--- config.mk ---
export PLATFORM = sky130hd
export DESIGN_NAME = ann_annunciator
export DESIGN_NICKNAME = d
export VERILOG_FILES = /design/src/ann_pkg.sv /design/src/ann_annunciator.sv
export SDC_FILE = /design/constraint.sdc
export NUM_CORES = 1
export LEC_CHECK = 0
export BUFFER_PORTS_ARGS = -buffer_cell sky130_fd_sc_hd__buf_2
export CORE_ASPECT_RATIO = 0.5
export CORE_UTILIZATION = 23
export DETAILED_ROUTE_END_ITERATION = 16
export SYNTH_ARGS = -nofsm -noshare
export SYNTH_HDL_FRONTEND = slang
export SYNTH_SLANG_ARGS = --single-unit
--- constraint.sdc ---
create_clock -name clk -period 7.45 [get_ports clk]
set_clock_uncertainty 0.1 [all_clocks]
set_input_delay 1.1175 -clock clk [delete_from_list [all_inputs] [get_ports clk]]
set_output_delay 1.1175 -clock clk [all_outputs]
set_load 0.05 [all_outputs]
--- src/ann_pkg.sv ---
package ann_pkg;

   // Anomaly severity classes
   typedef enum logic [1:0]
   {
      ANN_CLS_WARN   = 2'b00,
      ANN_CLS_UNLOAD = 2'b01,
      ANN_CLS_DEACT  = 2'b10,
      ANN_CLS_ALARM  = 2'b11
   } ann_class_t;

   // Register write strobe from the serial slave
   typedef struct packed
   {
      logic        wr;
      logic [15:0] addr;
      logic [15:0] data;
   } ann_regwr_t;

   // Register offsets
   localparam logic [15:0] ANN_REG_QUICK_COMMAND    = 16'h0014;
   localparam logic [15:0] ANN_REG_COMMAND_PASSWORD = 16'h0065;
   localparam logic [15:0] ANN_REG_COMMAND_CODE     = 16'h0066;

   // Command values
   localparam logic [15:0] ANN_QUICK_ACK      = 16'h0002;
   localparam logic [15:0] ANN_CODE_SILENCE   = 16'h0033;
   localparam logic [15:0] ANN_CODE_ACK       = 16'h0034;

   // Horn duration setting
   localparam int          ANN_HORN_DUR_W     = 10;
   localparam logic [9:0]  ANN_HORN_DISABLED  = 10'h000;
   localparam logic [9:0]  ANN_HORN_ENDLESS   = 10'h3e7;

   // Timing
   localparam longint      ANN_CLK_HZ         = 40000000;
   localparam longint      ANN_TICK_S         = 1;
   localparam longint      ANN_PW_TIMEOUT_S   = 5;
   localparam longint      ANN_TICK_CYC       = ANN_TICK_S * ANN_CLK_HZ;
   localparam longint      ANN_PW_TIMEOUT_CYC = ANN_PW_TIMEOUT_S * ANN_CLK_HZ;

endpackage

--- src/ann_annunciator.sv ---
// Summary of operation
// [RULE_01] Four classes; warnings never stop engine
// [RULE_02] Unload: ramp down, then open breaker; code ramps only in parallel mode, else opens breaker at once
// [RULE_03] Deactivation: open breaker, cooled engine stop
// [RULE_04] Alarm: open breaker, immediate engine stop
// [RULE_05] New alarm only with no alarm active
// [RULE_06] New deactivation needs no alarm/deactivation
// [RULE_07] New unload needs no higher/unload active
// [RULE_08] New warning needs no higher class active
// [RULE_09] Bypass option admits every anomaly
// [RULE_10] Activation sounds internal and external horn
// [RULE_11] Flash lamp by class and display code
// [RULE_12] Non-warnings disconnect generator, stop engine
// [RULE_13] Hold until acknowledged; auto-clear acked warnings
// [RULE_14] Key silences first, acknowledges second
// [RULE_15] Acknowledge input edge silences horn
// [RULE_16] Password then code within five seconds
// [RULE_17] Code 51 silences; 52 acknowledges too
// [RULE_18] Quick command 2 acknowledges and silences
// [RULE_19] Horn duration: off, endless or timed
// [RULE_20] Acknowledge applies to all anomalies at once
// [RULE_21] Horn time counted in seconds, restarts
// [RULE_22] Late or wrong password ignores code
`timescale 1ns/1ps
module ann_annunciator
   import ann_pkg::*;
#(
   parameter int     N_ANOM     = 8,
   parameter longint TICK_CYC   = ANN_TICK_CYC,
   parameter longint PW_TIMEOUT = ANN_PW_TIMEOUT_CYC
)
(
   input  wire logic                      clk,
   input  wire logic                      rst,
   input  wire logic                      ce,
   input  wire logic [N_ANOM-1:0]         anom_cause,
   input  wire logic [2*N_ANOM-1:0]       anom_class,
   input  wire logic                      prio_bypass,
   input  wire logic                      parallel_mode,
   input  wire logic                      ramp_done,
   input  wire logic                      cancel_cmd,
   input  wire logic [ANN_HORN_DUR_W-1:0] horn_duration,
   input  wire logic                      horn_ext_cfg,
   input  wire logic [15:0]               password_cfg,
   input  wire logic                      serial_enable_cfg,
   input  wire logic                      serial_enable_input_function,
   input  wire logic                      ack_key,
   input  wire logic                      ack_input_function,
   input  wire ann_regwr_t                regwr,
   output logic                           horn_int,
   output logic                           horn_ext,
   output logic                           warn_lamp_flash,
   output logic                           alarm_lamp_flash,
   output logic                           display_flash,
   output logic                           ramp_down_req,
   output logic                           generator_breaker_open,
   output logic                           engine_stop_cool,
   output logic                           engine_stop_now,
   output logic                           restart_block,
   output logic [N_ANOM-1:0]              anom_active,
   output logic [N_ANOM-1:0]              anom_unacked
);

   localparam int TW = $clog2(TICK_CYC + 1);
   localparam int PW = $clog2(PW_TIMEOUT + 1);

   // Pin synchronisers
   logic [2:0] sync1;
   logic [2:0] sync2;
   logic [1:0] edge_hist;

   always_ff @(posedge clk)
   begin
      if (rst)
      begin
         sync1     <= 3'h0;
         sync2     <= 3'h0;
         edge_hist <= 2'h0;
      end
      else if (ce)
      begin
         sync1     <= {serial_enable_input_function, ack_input_function, ack_key};
         sync2     <= sync1;
         edge_hist <= sync2[1:0];
      end
   end

   logic key_edge;
   logic di_edge;
   logic ser_ok;

   assign key_edge = sync2[0] & ~edge_hist[0];
   assign di_edge  = sync2[1] & ~edge_hist[1];                     // RULE_15
   assign ser_ok   = ~serial_enable_cfg | sync2[2];                // RULE_16
   // Class decode per entry
   logic [N_ANOM-1:0] m_warn;
   logic [N_ANOM-1:0] m_unl;
   logic [N_ANOM-1:0] m_dea;
   logic [N_ANOM-1:0] m_alm;
   generate
      for (genvar i = 0; i < N_ANOM; i++)
      begin : g_cls
         assign m_warn[i] = anom_class[2*i +: 2] == ANN_CLS_WARN;   // RULE_01
         assign m_unl[i]  = anom_class[2*i +: 2] == ANN_CLS_UNLOAD;
         assign m_dea[i]  = anom_class[2*i +: 2] == ANN_CLS_DEACT;
         assign m_alm[i]  = anom_class[2*i +: 2] == ANN_CLS_ALARM;
      end
   endgenerate
   // Anomaly state
   logic [N_ANOM-1:0] active;
   logic [N_ANOM-1:0] acked;
   logic [N_ANOM-1:0] next_active;
   logic [N_ANOM-1:0] next_acked;
   logic [N_ANOM-1:0] admit;
   logic              any_alm;
   logic              any_dea;
   logic              any_unl;
   assign any_alm = |(active & m_alm);
   assign any_dea = |(active & m_dea);
   assign any_unl = |(active & m_unl);
   // Serial and key commands
   logic          pw_ok;
   logic [PW-1:0] pw_cnt;
   logic          next_pw_ok;
   logic [PW-1:0] next_pw_cnt;
   logic          cmd_silence;
   logic          cmd_ack;
   logic          wr_pw;
   logic          wr_code;
   logic          horn_on;

   assign wr_pw   = regwr.wr && regwr.addr == ANN_REG_COMMAND_PASSWORD;
   assign wr_code = regwr.wr && regwr.addr == ANN_REG_COMMAND_CODE && pw_ok && ser_ok;

   always_comb
   begin
      next_pw_ok  = pw_ok;
      next_pw_cnt = pw_cnt;
      cmd_silence = di_edge | (key_edge & horn_on);                // RULE_14 RULE_15
      cmd_ack     = key_edge & ~horn_on;                           // RULE_14
      if (pw_ok)
      begin
         if (pw_cnt == PW'(PW_TIMEOUT - 1))
            next_pw_ok = 1'b0;                                     // RULE_22
         else
            next_pw_cnt = pw_cnt + PW'(1);
      end
      if (wr_code)
      begin
         next_pw_ok = 1'b0;
         if (regwr.data == ANN_CODE_SILENCE)
            cmd_silence = 1'b1;                                    // RULE_17
         if (regwr.data == ANN_CODE_ACK)
         begin
            cmd_silence = 1'b1;                                    // RULE_17
            cmd_ack     = 1'b1;
         end
      end
      if (wr_pw)
      begin
         next_pw_ok  = ser_ok && regwr.data == password_cfg;       // RULE_16 RULE_22
         next_pw_cnt = '0;
      end
      if (regwr.wr && regwr.addr == ANN_REG_QUICK_COMMAND && regwr.data == ANN_QUICK_ACK)
      begin
         cmd_silence = 1'b1;                                       // RULE_18
         cmd_ack     = 1'b1;
      end
   end

   always_comb
   begin
      next_active = active;
      next_acked  = acked;
      admit       = '0;
      for (int i = 0; i < N_ANOM; i++)
      begin
         if (active[i] && acked[i] && !anom_cause[i] && (m_warn[i] || cancel_cmd))
         begin
            next_active[i] = 1'b0;                                 // RULE_13
            next_acked[i]  = 1'b0;
         end
         else if (active[i] && cmd_ack)
            next_acked[i] = 1'b1;                                  // RULE_20
         if (!active[i] && anom_cause[i])
         begin
            if (prio_bypass)
               admit[i] = 1'b1;                                    // RULE_09
            else if (m_alm[i])
               admit[i] = !any_alm;                                // RULE_05
            else if (m_dea[i])
               admit[i] = !any_alm && !any_dea;                    // RULE_06
            else if (m_unl[i])
               admit[i] = !any_alm && !any_dea && !any_unl;        // RULE_07
            else
               admit[i] = !any_alm && !any_dea && !any_unl;        // RULE_08
         end
         if (admit[i])
         begin
            next_active[i] = 1'b1;
            next_acked[i]  = 1'b0;
         end
      end
   end
   // Horn timing
   logic                      next_horn_on;
   logic [TW-1:0]             tick_cnt;
   logic [TW-1:0]             next_tick_cnt;
   logic [ANN_HORN_DUR_W-1:0] sec_cnt;
   logic [ANN_HORN_DUR_W-1:0] next_sec_cnt;

   always_comb
   begin
      next_horn_on  = horn_on;
      next_tick_cnt = tick_cnt;
      next_sec_cnt  = sec_cnt;
      if (horn_on)
      begin
         if (tick_cnt == TW'(TICK_CYC - 1))
         begin
            next_tick_cnt = '0;                                    // RULE_21
            next_sec_cnt  = sec_cnt + ANN_HORN_DUR_W'(1);
         end
         else
            next_tick_cnt = tick_cnt + TW'(1);
         if (horn_duration != ANN_HORN_ENDLESS && next_sec_cnt >= horn_duration)
            next_horn_on = 1'b0;                                   // RULE_19
      end
      if (cmd_silence)
         next_horn_on = 1'b0;                                      // RULE_14
      if (|admit)
      begin
         next_horn_on  = 1'b1;                                     // RULE_10
         next_tick_cnt = '0;                                       // RULE_21
         next_sec_cnt  = '0;
      end
      if (horn_duration == ANN_HORN_DISABLED)
         next_horn_on = 1'b0;                                      // RULE_19
   end
   // Output decode from next state
   logic [N_ANOM-1:0] nx_unack;
   logic              nx_alm;
   logic              nx_dea;
   logic              nx_unl;
   assign nx_unack = next_active & ~next_acked;
   assign nx_alm   = |(next_active & m_alm);
   assign nx_dea   = |(next_active & m_dea);
   assign nx_unl   = |(next_active & m_unl);

   always_ff @(posedge clk)
   begin
      if (rst)
      begin
         active                 <= '0;
         acked                  <= '0;
         pw_ok                  <= 1'b0;
         pw_cnt                 <= '0;
         horn_on                <= 1'b0;
         tick_cnt               <= '0;
         sec_cnt                <= '0;
         horn_int               <= 1'b0;
         horn_ext               <= 1'b0;
         warn_lamp_flash        <= 1'b0;
         alarm_lamp_flash       <= 1'b0;
         display_flash          <= 1'b0;
         ramp_down_req          <= 1'b0;
         generator_breaker_open <= 1'b0;
         engine_stop_cool       <= 1'b0;
         engine_stop_now        <= 1'b0;
         restart_block          <= 1'b0;
         anom_active            <= '0;
         anom_unacked           <= '0;
      end
      else if (ce)
      begin
         active                 <= next_active;
         acked                  <= next_acked;
         pw_ok                  <= next_pw_ok;
         pw_cnt                 <= next_pw_cnt;
         horn_on                <= next_horn_on;
         tick_cnt               <= next_tick_cnt;
         sec_cnt                <= next_sec_cnt;
         horn_int               <= next_horn_on;                                // RULE_10
         horn_ext               <= next_horn_on & horn_ext_cfg;                 // RULE_10
         warn_lamp_flash        <= |(nx_unack & m_warn);                        // RULE_11
         alarm_lamp_flash       <= |(nx_unack & ~m_warn);                       // RULE_11
         display_flash          <= |nx_unack;                                   // RULE_11 RULE_13
         ramp_down_req          <= nx_unl & parallel_mode & ~nx_alm & ~nx_dea;  // RULE_02
         generator_breaker_open <= nx_alm | nx_dea |
                                   (nx_unl & (~parallel_mode | ramp_done));     // RULE_02 RULE_12
         engine_stop_cool       <= (nx_unl | nx_dea) & ~nx_alm;                 // RULE_03
         engine_stop_now        <= nx_alm;                                      // RULE_04
         restart_block          <= |(nx_unack & ~m_warn);                       // RULE_02 RULE_03
         anom_active            <= next_active;
         anom_unacked           <= nx_unack;
      end
   end
endmodule

* Yosys cells after proc, flatten, opt, wreduce, memory -nomap -nowiden
Cells that the tools add are included.
** Word-level totals
- Bits in registers :: 106
- Input bits :: 95
- Output and inout bits :: 26
** Cells by class
- $add $sub $neg :: 3
- Magnitude comparators :: 1
- Equal/unequal tests :: 35
- Multiplexer cells :: 98
- Bitwise operators :: 34
- Reduce and logical (&&, ||, !) cells :: 100
** Operators with widths (number)
- 1-bit 2-to-1 mux :: 88
- 28-bit 2-to-1 mux :: 3
- 8-bit OR reduction :: 10
- 26-bit 2-to-1 mux :: 3
- 8-bit bitwise AND :: 9
- 1-bit logical AND :: 50
- 10-bit 2-to-1 mux :: 4
- 16-bit by 6-bit == test with 1-bit output (second input constant) :: 2
- 16-bit by 7-bit == test with 1-bit output (second input constant) :: 2
- 2-bit == test (second input constant) :: 16
- 28-bit by 1-bit adder with 28-bit output (second input constant) :: 1
- 28-bit == test (second input constant) :: 1
- 26-bit by 1-bit adder with 26-bit output (second input constant) :: 1
- 26-bit == test (second input constant) :: 1
- 1-bit zero test :: 19
- 16-bit == test :: 1
- 16-bit by 2-bit == test with 1-bit output (second input constant) :: 1
- 16-bit by 5-bit == test with 1-bit output (second input constant) :: 1
- 2-bit by 1-bit == test with 1-bit output (second input constant) :: 8
- 2-bit zero test :: 8
- 8-bit inverter :: 2
- 10-bit by 1-bit adder with 10-bit output (second input constant) :: 1
- 1-bit bitwise AND :: 10
- 10-bit greater-or-equal comparator :: 1
- 9 further kinds :: 28

* Logic depth before layout (Yosys ltp)
Gate-level depths: netlist (run 1).
- Depth after elaboration :: 16
- Depth in mapped cells :: 16
- Mapped depth without buffers :: 15

* Worst setup path before layout (run 1)
No wires, ideal clock.
- Path kind :: reg2reg
- Start point :: register tick_cnt[0]
- End point :: register horn_ext
- Arrival :: 3.684 ns
- Required time :: 7.276 ns
- Path slack :: 3.592 ns
- Cell stages (with the launch flop) :: 17
- Buffers on the path :: 1
- Period minus slack after synthesis :: 3.858 ns
- Path through :: dfxtp_1 ha_1 and2_1 nand4_1 nor4_1 clkbuf_1 xnor2_1 ha_1 nand2b_1 a21o_1 a21o_1 a21o_1 a21o_1 a2111oi_0 o21a_1 o21ai_0 o21ai_0
** Between the ends
- Word-level cells in the longest chain between the ends :: 11
** RTL lines
- start, declared :: line ann_annunciator.sv:207 : logic [TW-1:0] tick_cnt;
- start signal, assigned :: line ann_annunciator.sv:281 : tick_cnt <= next_tick_cnt;
- 26-bit == test :: line ann_annunciator.sv:219 : if (tick_cnt == TW'(TICK_CYC - 1))
- 10-bit 2-to-1 mux :: line ann_annunciator.sv:219
- 10-bit 2-to-1 mux :: line ann_annunciator.sv:217 : if (horn_on)
- 10-bit greater-or-equal comparator :: line ann_annunciator.sv:226 : if (horn_duration != ANN_HORN_ENDLESS && next_sec_cnt >= horn_duration)
- 1-bit logical AND :: line ann_annunciator.sv:226
- 1-bit 2-to-1 mux :: line ann_annunciator.sv:226
- 1-bit 2-to-1 mux :: line ann_annunciator.sv:217
- 1-bit 2-to-1 mux :: line ann_annunciator.sv:229 : if (cmd_silence)
- 1-bit 2-to-1 mux :: line ann_annunciator.sv:231 : if (|admit)
- 1-bit 2-to-1 mux :: line ann_annunciator.sv:237 : if (horn_duration == ANN_HORN_DISABLED)
- 1-bit bitwise AND :: line ann_annunciator.sv:284 : horn_ext <= next_horn_on & horn_ext_cfg;
- end signal, assigned :: line ann_annunciator.sv:284
- end, declared :: line ann_annunciator.sv:51 : output logic horn_ext,
Every way passes these cells. The select of a mux whose other input is x is not followed.
A chain may end at the register's enable or synchronous reset.

* Final worst setup path (run 1)
- Start point :: input anom_class[3]
- End point :: register tick_cnt[20]
** Between the ends
- Word-level cells in the longest chain between the ends :: 13
- Elaborated cells between the ends (all ways) :: 50
** RTL lines
- start, declared :: line ann_annunciator.sv:37 : input wire logic [2*N_ANOM-1:0] anom_class,
- 2-bit == test, on equally long branches :: line ann_annunciator.sv:106, ann_annunciator.sv:105
- 8-bit bitwise AND, on equally long branches :: line ann_annunciator.sv:118, ann_annunciator.sv:119
- 8-bit OR reduction, on equally long branches :: line ann_annunciator.sv:118, ann_annunciator.sv:119
- 1-bit zero test, on equally long branches
- 1-bit logical AND :: line ann_annunciator.sv:192, ann_annunciator.sv:194, ann_annunciator.sv:196
- 1-bit logical AND :: line ann_annunciator.sv:194, ann_annunciator.sv:196
- 1-bit 2-to-1 mux :: line ann_annunciator.sv:191 : else if (m_dea[i])
- 1-bit 2-to-1 mux :: line ann_annunciator.sv:189 : else if (m_alm[i])
- 1-bit 2-to-1 mux :: line ann_annunciator.sv:187 : if (prio_bypass)
- 1-bit 2-to-1 mux :: line ann_annunciator.sv:185 : if (!active[i] && anom_cause[i])
- 8-bit OR reduction (*) :: line ann_annunciator.sv:231
- 2-bit nonzero test (no line)
- 2-bit AND reduction (no line)
Mark *: on every way between the ends. The rest lies on a longest branch, timed or not.

==> flow_summary.json, run 1 <==
{
  "synthCells": 934,
  "synth-seq-cells": 106,
  "ant_nets": 0,
  "grt_setup_unrepaired": "no",
  "fmax_ghz": 0.238,
  "reg2reg_depth": 15,
  "place_congestion": 0.914,
  "worstPathMaxFanout": 39,
  "crit_chain": "buf_2 > nand3_1 > o2111ai_2 > o21bai_1 > nand2_1 > a21oi_1 > or4_4 > o31ai_4 > buf_4 > or4_1 > a21oi_1",
  "yosys.area.top_type": "dfxtp_1",
  "fin_util_pct": 27.4,
  "grt_pass1_vias": 6623,
  "synthArstFlopShare_pct": 0,
  "synth_area_sq_um": 7140,
  "max-clock-path-buffers": 2,
  "period_needed_ps": 4200,
  "cts-hold-fix-buffers": 0,
  "die_area_sq_um": 31800,
  "finalHoldViolCount": 0,
  "drc": 0,
  "ys.flop_type": "dfxtp_1",
  "totalWireLength_microns": 21600,
  "slew_headroom_pct": 25.2,
  "synth_edf_count": 0,
  "core_region_area_sq_um": 30400,
  "p_per_area_nw_per_um2": 173,
  "post_cts_resize_count": 0,
  "r2r_setup_slack_ps": 3490,
  "critPathLaunchType": "input port",
  "fin_nets": 1125,
  "tns_ps": 0,
  "min_path_type": "reg -> reg",
  "seq_area_frac_synth_pct": 29.7,
  "yosysWarnings": 0,
  "crit_path_max_incr_delay_ps": 730,
  "yosys.cell_types.count": 79,
  "p_leak_nw": 3.01,
  "synth_nets": 1042,
  "post_cts_buffers": 0,
  "drv_slew": 0,
  "num_vias": 7185,
  "grt_first_pass_wirelength_microns": 35400,
  "antenna_found_initial": 0,
  "crit_slowest_cell": "o21bai_1",
  "ir_drop_mv": 0.108,
  "die_x_microns": 251,
  "avgViaCountPerCell": 5.06,
  "start_util_pct": 23.5,
  "area_growth_pct": 16.8,
  "antennaDiodeCount": 0,
  "crit_arrival_ps": 4380,
  "setup_violations": 0,
  "endpoint_kind": "flop",
  "cts-root-buf": "clkbuf_16",
  "ios": 121,
  "avgSynthCellArea_sq_um": 7.64,
  "worst_pin_slew_ps": 1120,
  "crit_type": "in -> reg",
  "cts_buffers": 9,
  "cts_tree": "built",
  "portBuffers": 120,
  "htree_num_levels": 3,
  "fp.dieH_microns": 127,
  "holdWs_ps": 366,
  "clkTransAtPathRegs_ps": 70,
  "globalRouteTotalUtil_pct": 13.7,
  "path_common_cell": "a21oi_1",
  "drt-pass1-iter-count": 5,
  "cts_sinks": 106,
  "crit_end": "tick_cnt[20]",
  "drv_cap": 0,
  "fp-row-count": 45,
  "fin_crit_sh_pct": 56.4,
  "synth_commonest_cells": "107 x nor2_1, 106 x dfxtp_1, 67 x nand2_1",
  "status": "finished, final reports clean",
  "grt_overflow": 0,
  "startpoint": "anom_class[3]",
  "grt_start_max_net_pins": 71,
  "r2r-end": "horn_ext",
  "finalPower_mw": 1.44,
  "r2r_start": "tick_cnt[0]",
  "drtIter0Drc": 661,
  "synthTopCellsByArea": "dfxtp_1 30%, nor2_1 5.6%, xor2_1 3.9%",
  "dpl.hpwl_microns": 16300,
  "clk_latency_ps": 360,
  "synth.most_common_cell": "nor2_1",
  "worstPathRequired_ps": 7630,
  "wl_per_cell_microns": 15.2,
  "synth_top_area_share_pct": 29.7,
  "drive_gt1_share_pct": 18.2
}
## metrics by stage
stage | setup slack (ps) | std cells | cell area (sq um)
CTS | 3350 | 1421 | 8340
detailed placement | 2990 | 1405 | 8020
global placement | 2940 | 1405 | 8020
global route | 3080 | 1421 | 8340
finish | 3250 | 1421 | 8340
floorplan | 3590 | 934 | 7140
## sequential cells by signal, summed over array words and instances, names as in the netlist
signal                  cells
acked                       8
active                      8
anom_unacked                8
display_flash               1
edge_hist                   2
engine_stop_cool            1
engine_stop_now             1
generator_breaker_open      1
horn_ext                    1
horn_int                    1
pw_cnt                     28
pw_ok                       1
ramp_down_req               1
restart_block               1
sec_cnt                    10
sync1                       3
sync2                       3
tick_cnt                   26
warn_lamp_flash             1
## placed cells by master, fill, tap and decap left out, types with 32 or more instances in the layout
cell | Yosys | final
a21oi_1 | 51 | 51
o21ai_0 | 40 | 40
nand2_1 | 67 | 67
dfxtp_1 | 106 | 106
nor2_1 | 107 | 107
buf_2 | 23 | 120
nor3_1 | 33 | 33
nand3_1 | 46 | 46
inv_1 | 41 | 41
xor2_1 | 32 | 32
## critical path: cells and delay by family
family	cells	cell delay (ps)
simple gates	4	1080
compound gates	5	1720
buf+inv	2	440
## report_power, final
| part | internal, mW | switching, mW |
|---|---|---|
| combinational | 0.106 | 0.228 |
| clock | 0.282 | 0.222 |
| sequential | 0.581 | 0.0225 |
## layout make-up
class / instances / area (sq um)
timing repair buffer: 125 / 638
sequential: 106 / 2120
inverter: 41 / 154
multi-input combinational: 734 / 4610
clock inverter: 4 / 56.3
fill: 3341 / 22100
clock buffer: 12 / 256
tap: 399 / 499
## worst min-delay path by stage
stage	slack, ps	end	from	cells past startpoint
3_5_place_dp	360	engine_stop_now	engine_stop_now	2
5_1_grt	390	engine_stop_cool	engine_stop_cool	2
3_3_place_gp	360	sec_cnt[9]	sec_cnt[9]	2
6_report	370	engine_stop_cool	engine_stop_cool	2
2_1_floorplan	340	sec_cnt[9]	sec_cnt[9]	2
4_1_cts	370	engine_stop_cool	engine_stop_cool	2
## kinds of logic (layout without fill, tap and decap cells)
kind of cell             after synthesis  count (layout)  share of synthesized area (%)
flip-flops                           106             106                           29.7
buffers and inverters                 94             182                           5.77
AO/OA/AOI/OAI                        233             233                           22.8
multiplexers                          10              10                           1.44
XOR/XNOR                              46              46                           5.64
AND/OR/NAND/NOR                      432             432                           32.4
adder cells (fa/ha/maj)               13              13                           2.28
## metal layers
layer	routed length (microns)	track usage (%)
met1	10100	18.2
met5	0	0
met2	9760	21.9
met3	1030	2.67
met4	664	5.42
Power figures use the tool's default switching activity.
==> run 2, diff against run 1 <==
clock period = 3.8 ns   (was 7.45 ns; I/O delays follow)
==> run 2 against run 1 <==
  * Cell count increased by 2.5%
  * Utilization increased by 0.86 points
  * Die area unchanged
  * Routed wire length increased by 2.6%
  * Clock-buffer cell count decreased by 3
  * Flip-flop and latch count unchanged
  * Register-to-register slack got worse by 3200 ps
  * Sequential power increased by 94%
  * Largest cell class unchanged
  * Largest power group unchanged
  * Highest routed layer unchanged
==> flow_summary.json, run 2 (synthesis results as in run 1) <==
{
  "status": "finished, final reports clean",
  "antenna_found_initial": 2,
  "globalRouteTotalUtil_pct": 13.8,
  "core_region_area_sq_um": 30400,
  "die_x_microns": 251,
  "grt_setup_unrepaired": "no",
  "worst_pin_slew_ps": 1010,
  "drt-pass1-iter-count": 4,
  "period_needed_ps": 3520,
  "clkTransAtPathRegs_ps": 70,
  "crit_family": "compound AO/OA/AOI/OAI gates",
  "grt_overflow": 0,
  "wl_per_cell_microns": 15.2,
  "slew_headroom_pct": 32.2,
  "ios": 121,
  "layout_common_cells": "120 x buf_2, 107 x nor2_1, 106 x dfxtp_1",
  "critPathLaunchType": "flop",
  "avgViaCountPerCell": 5.01,
  "ir_drop_mv": 0.205,
  "setup_violations": 0,
  "num_vias": 7293,
  "drv_slew": 0,
  "dpl.hpwl_microns": 17000,
  "min_path_type": "in -> reg",
  "finalHoldViolCount": 0,
  "endpoint_kind": "flop",
  "grt_first_pass_wirelength_microns": 35900,
  "grt_pass1_vias": 6770,
  "worstPathRequired_ps": 3980,
  "drtIter0Drc": 537,
  "fp.dieH_microns": 127,
  "cts_buffers": 9,
  "reg_top3": "pw_cnt (28), tick_cnt (26), sec_cnt (10)",
  "portBuffers": 120,
  "dpl_cell_area_sq_um": 8310,
  "clk_latency_ps": 350,
  "finalPower_mw": 2.80,
  "cts-hold-fix-buffers": 0,
  "place_congestion": 0.928,
  "largest_register_ffs": 28,
  "fmax_ghz": 0.284,
  "start_util_pct": 23.5,
  "drive_gt1_share_pct": 21.1,
  "max-clock-path-buffers": 2,
  "crit_type": "reg -> reg",
  "crit_chain": "ha_1 > and2_1 > nand4_1 > nor4_4 > mux2_2 > ha_1 > a21o_1 > a21o_1 > a21o_1 > a21o_1 > a2111oi_0 > o21a_1 > o21ai_0 > o21ai_0",
  "fin_crit_sh_pct": 92.6,
  "htree_num_levels": 3,
  "layoutNonFillerInstCount": 1457,
  "cts-root-buf": "clkbuf_16",
  "crit_slowest_cell": "mux2_2",
  "die_area_sq_um": 31800,
  "path_common_cell": "a21o_1",
  "tns_ps": 0,
  "fin_nets": 1161,
  "holdWs_ps": 360,
  "regMostFlops": "pw_cnt",
  "p_leak_nw": 3.20,
  "totalWireLength_microns": 22100,
  "fp-row-count": 45,
  "area_growth_pct": 20.5,
  "p_per_area_nw_per_um2": 326,
  "dp_cells": 1441,
  "worstPathMaxFanout": 4,
  "cp_num_buf_inv": 0,
  "ant_nets": 0,
  "drv_cap": 0,
  "grt_start_max_net_pins": 44,
  "drc": 0,
  "crit_arrival_ps": 3700,
  "cts_sinks": 106,
  "cts_tree": "built",
  "antennaDiodeCount": 0,
  "mostFrequentLayoutCell": "buf_2",
  "design_area_sq_um": 8600,
  "post_cts_buffers": 0,
  "crit_path_max_incr_delay_ps": 390
}
[run 2: worst register-to-register path, delay by kind of cell (launching register included)]
family / cells / cell delay [ps]
AOI/OAI and AO/OA: 8 / 1450
and+or+nand+nor: 3 / 680
adders and majority gates: 2 / 490
muxes: 1 / 390
DFF: 1 / 350
[run 2: final timing paths]
kind	startpoint	end	slack, ps	cells after the start
worst max-delay path	tick_cnt[0]	horn_ext	280	14
worst min-delay path	ack_input_function	sync1[1]	360	3
worst max register to register	tick_cnt[0]	horn_ext	280	14
worst min register to register	sec_cnt[9]	sec_cnt[9]	370	2
[run 2: cell type report]
class                      instances  area (sq um)
fill                            3308         21800
inverter                          41           154
tap                              399           499
timing repair buffer             161           921
multi-input combinational        734          4620
sequential                       106          2120
clock buffer                       9           225
clock inverter                     7          57.6
[run 2: power breakdown]
part | leakage, nW | internal [mW] | switching [mW]
Combinational | 2.19 | 0.251 | 0.472
Sequential | 0.861 | 1.14 | 0.0322
Clock | 0.141 | 0.456 | 0.452
[run 2: stage by stage]
stage          util (%)  setup WS [ps]
2_1_floorplan         -           90.1
3_3_place_gp       27.3            156
3_5_place_dp       27.3           97.8
4_1_cts            28.3           82.6
5_1_grt            28.3           11.6
6_report           28.3            283
[run 2: routing by layer]
metal	track usage, %	part of all wire (%)	wire length (microns)
met1	17.8	47	10300
met5	0	0	0
met4	3.98	1.9	430
met2	23.2	47	10300
met3	3.06	4.8	1070
[run 2: repair_timing]
item	CTS	global route
hold endpoints to repair	0	0
setup endpoints to repair	0	2
resized for setup	0	1
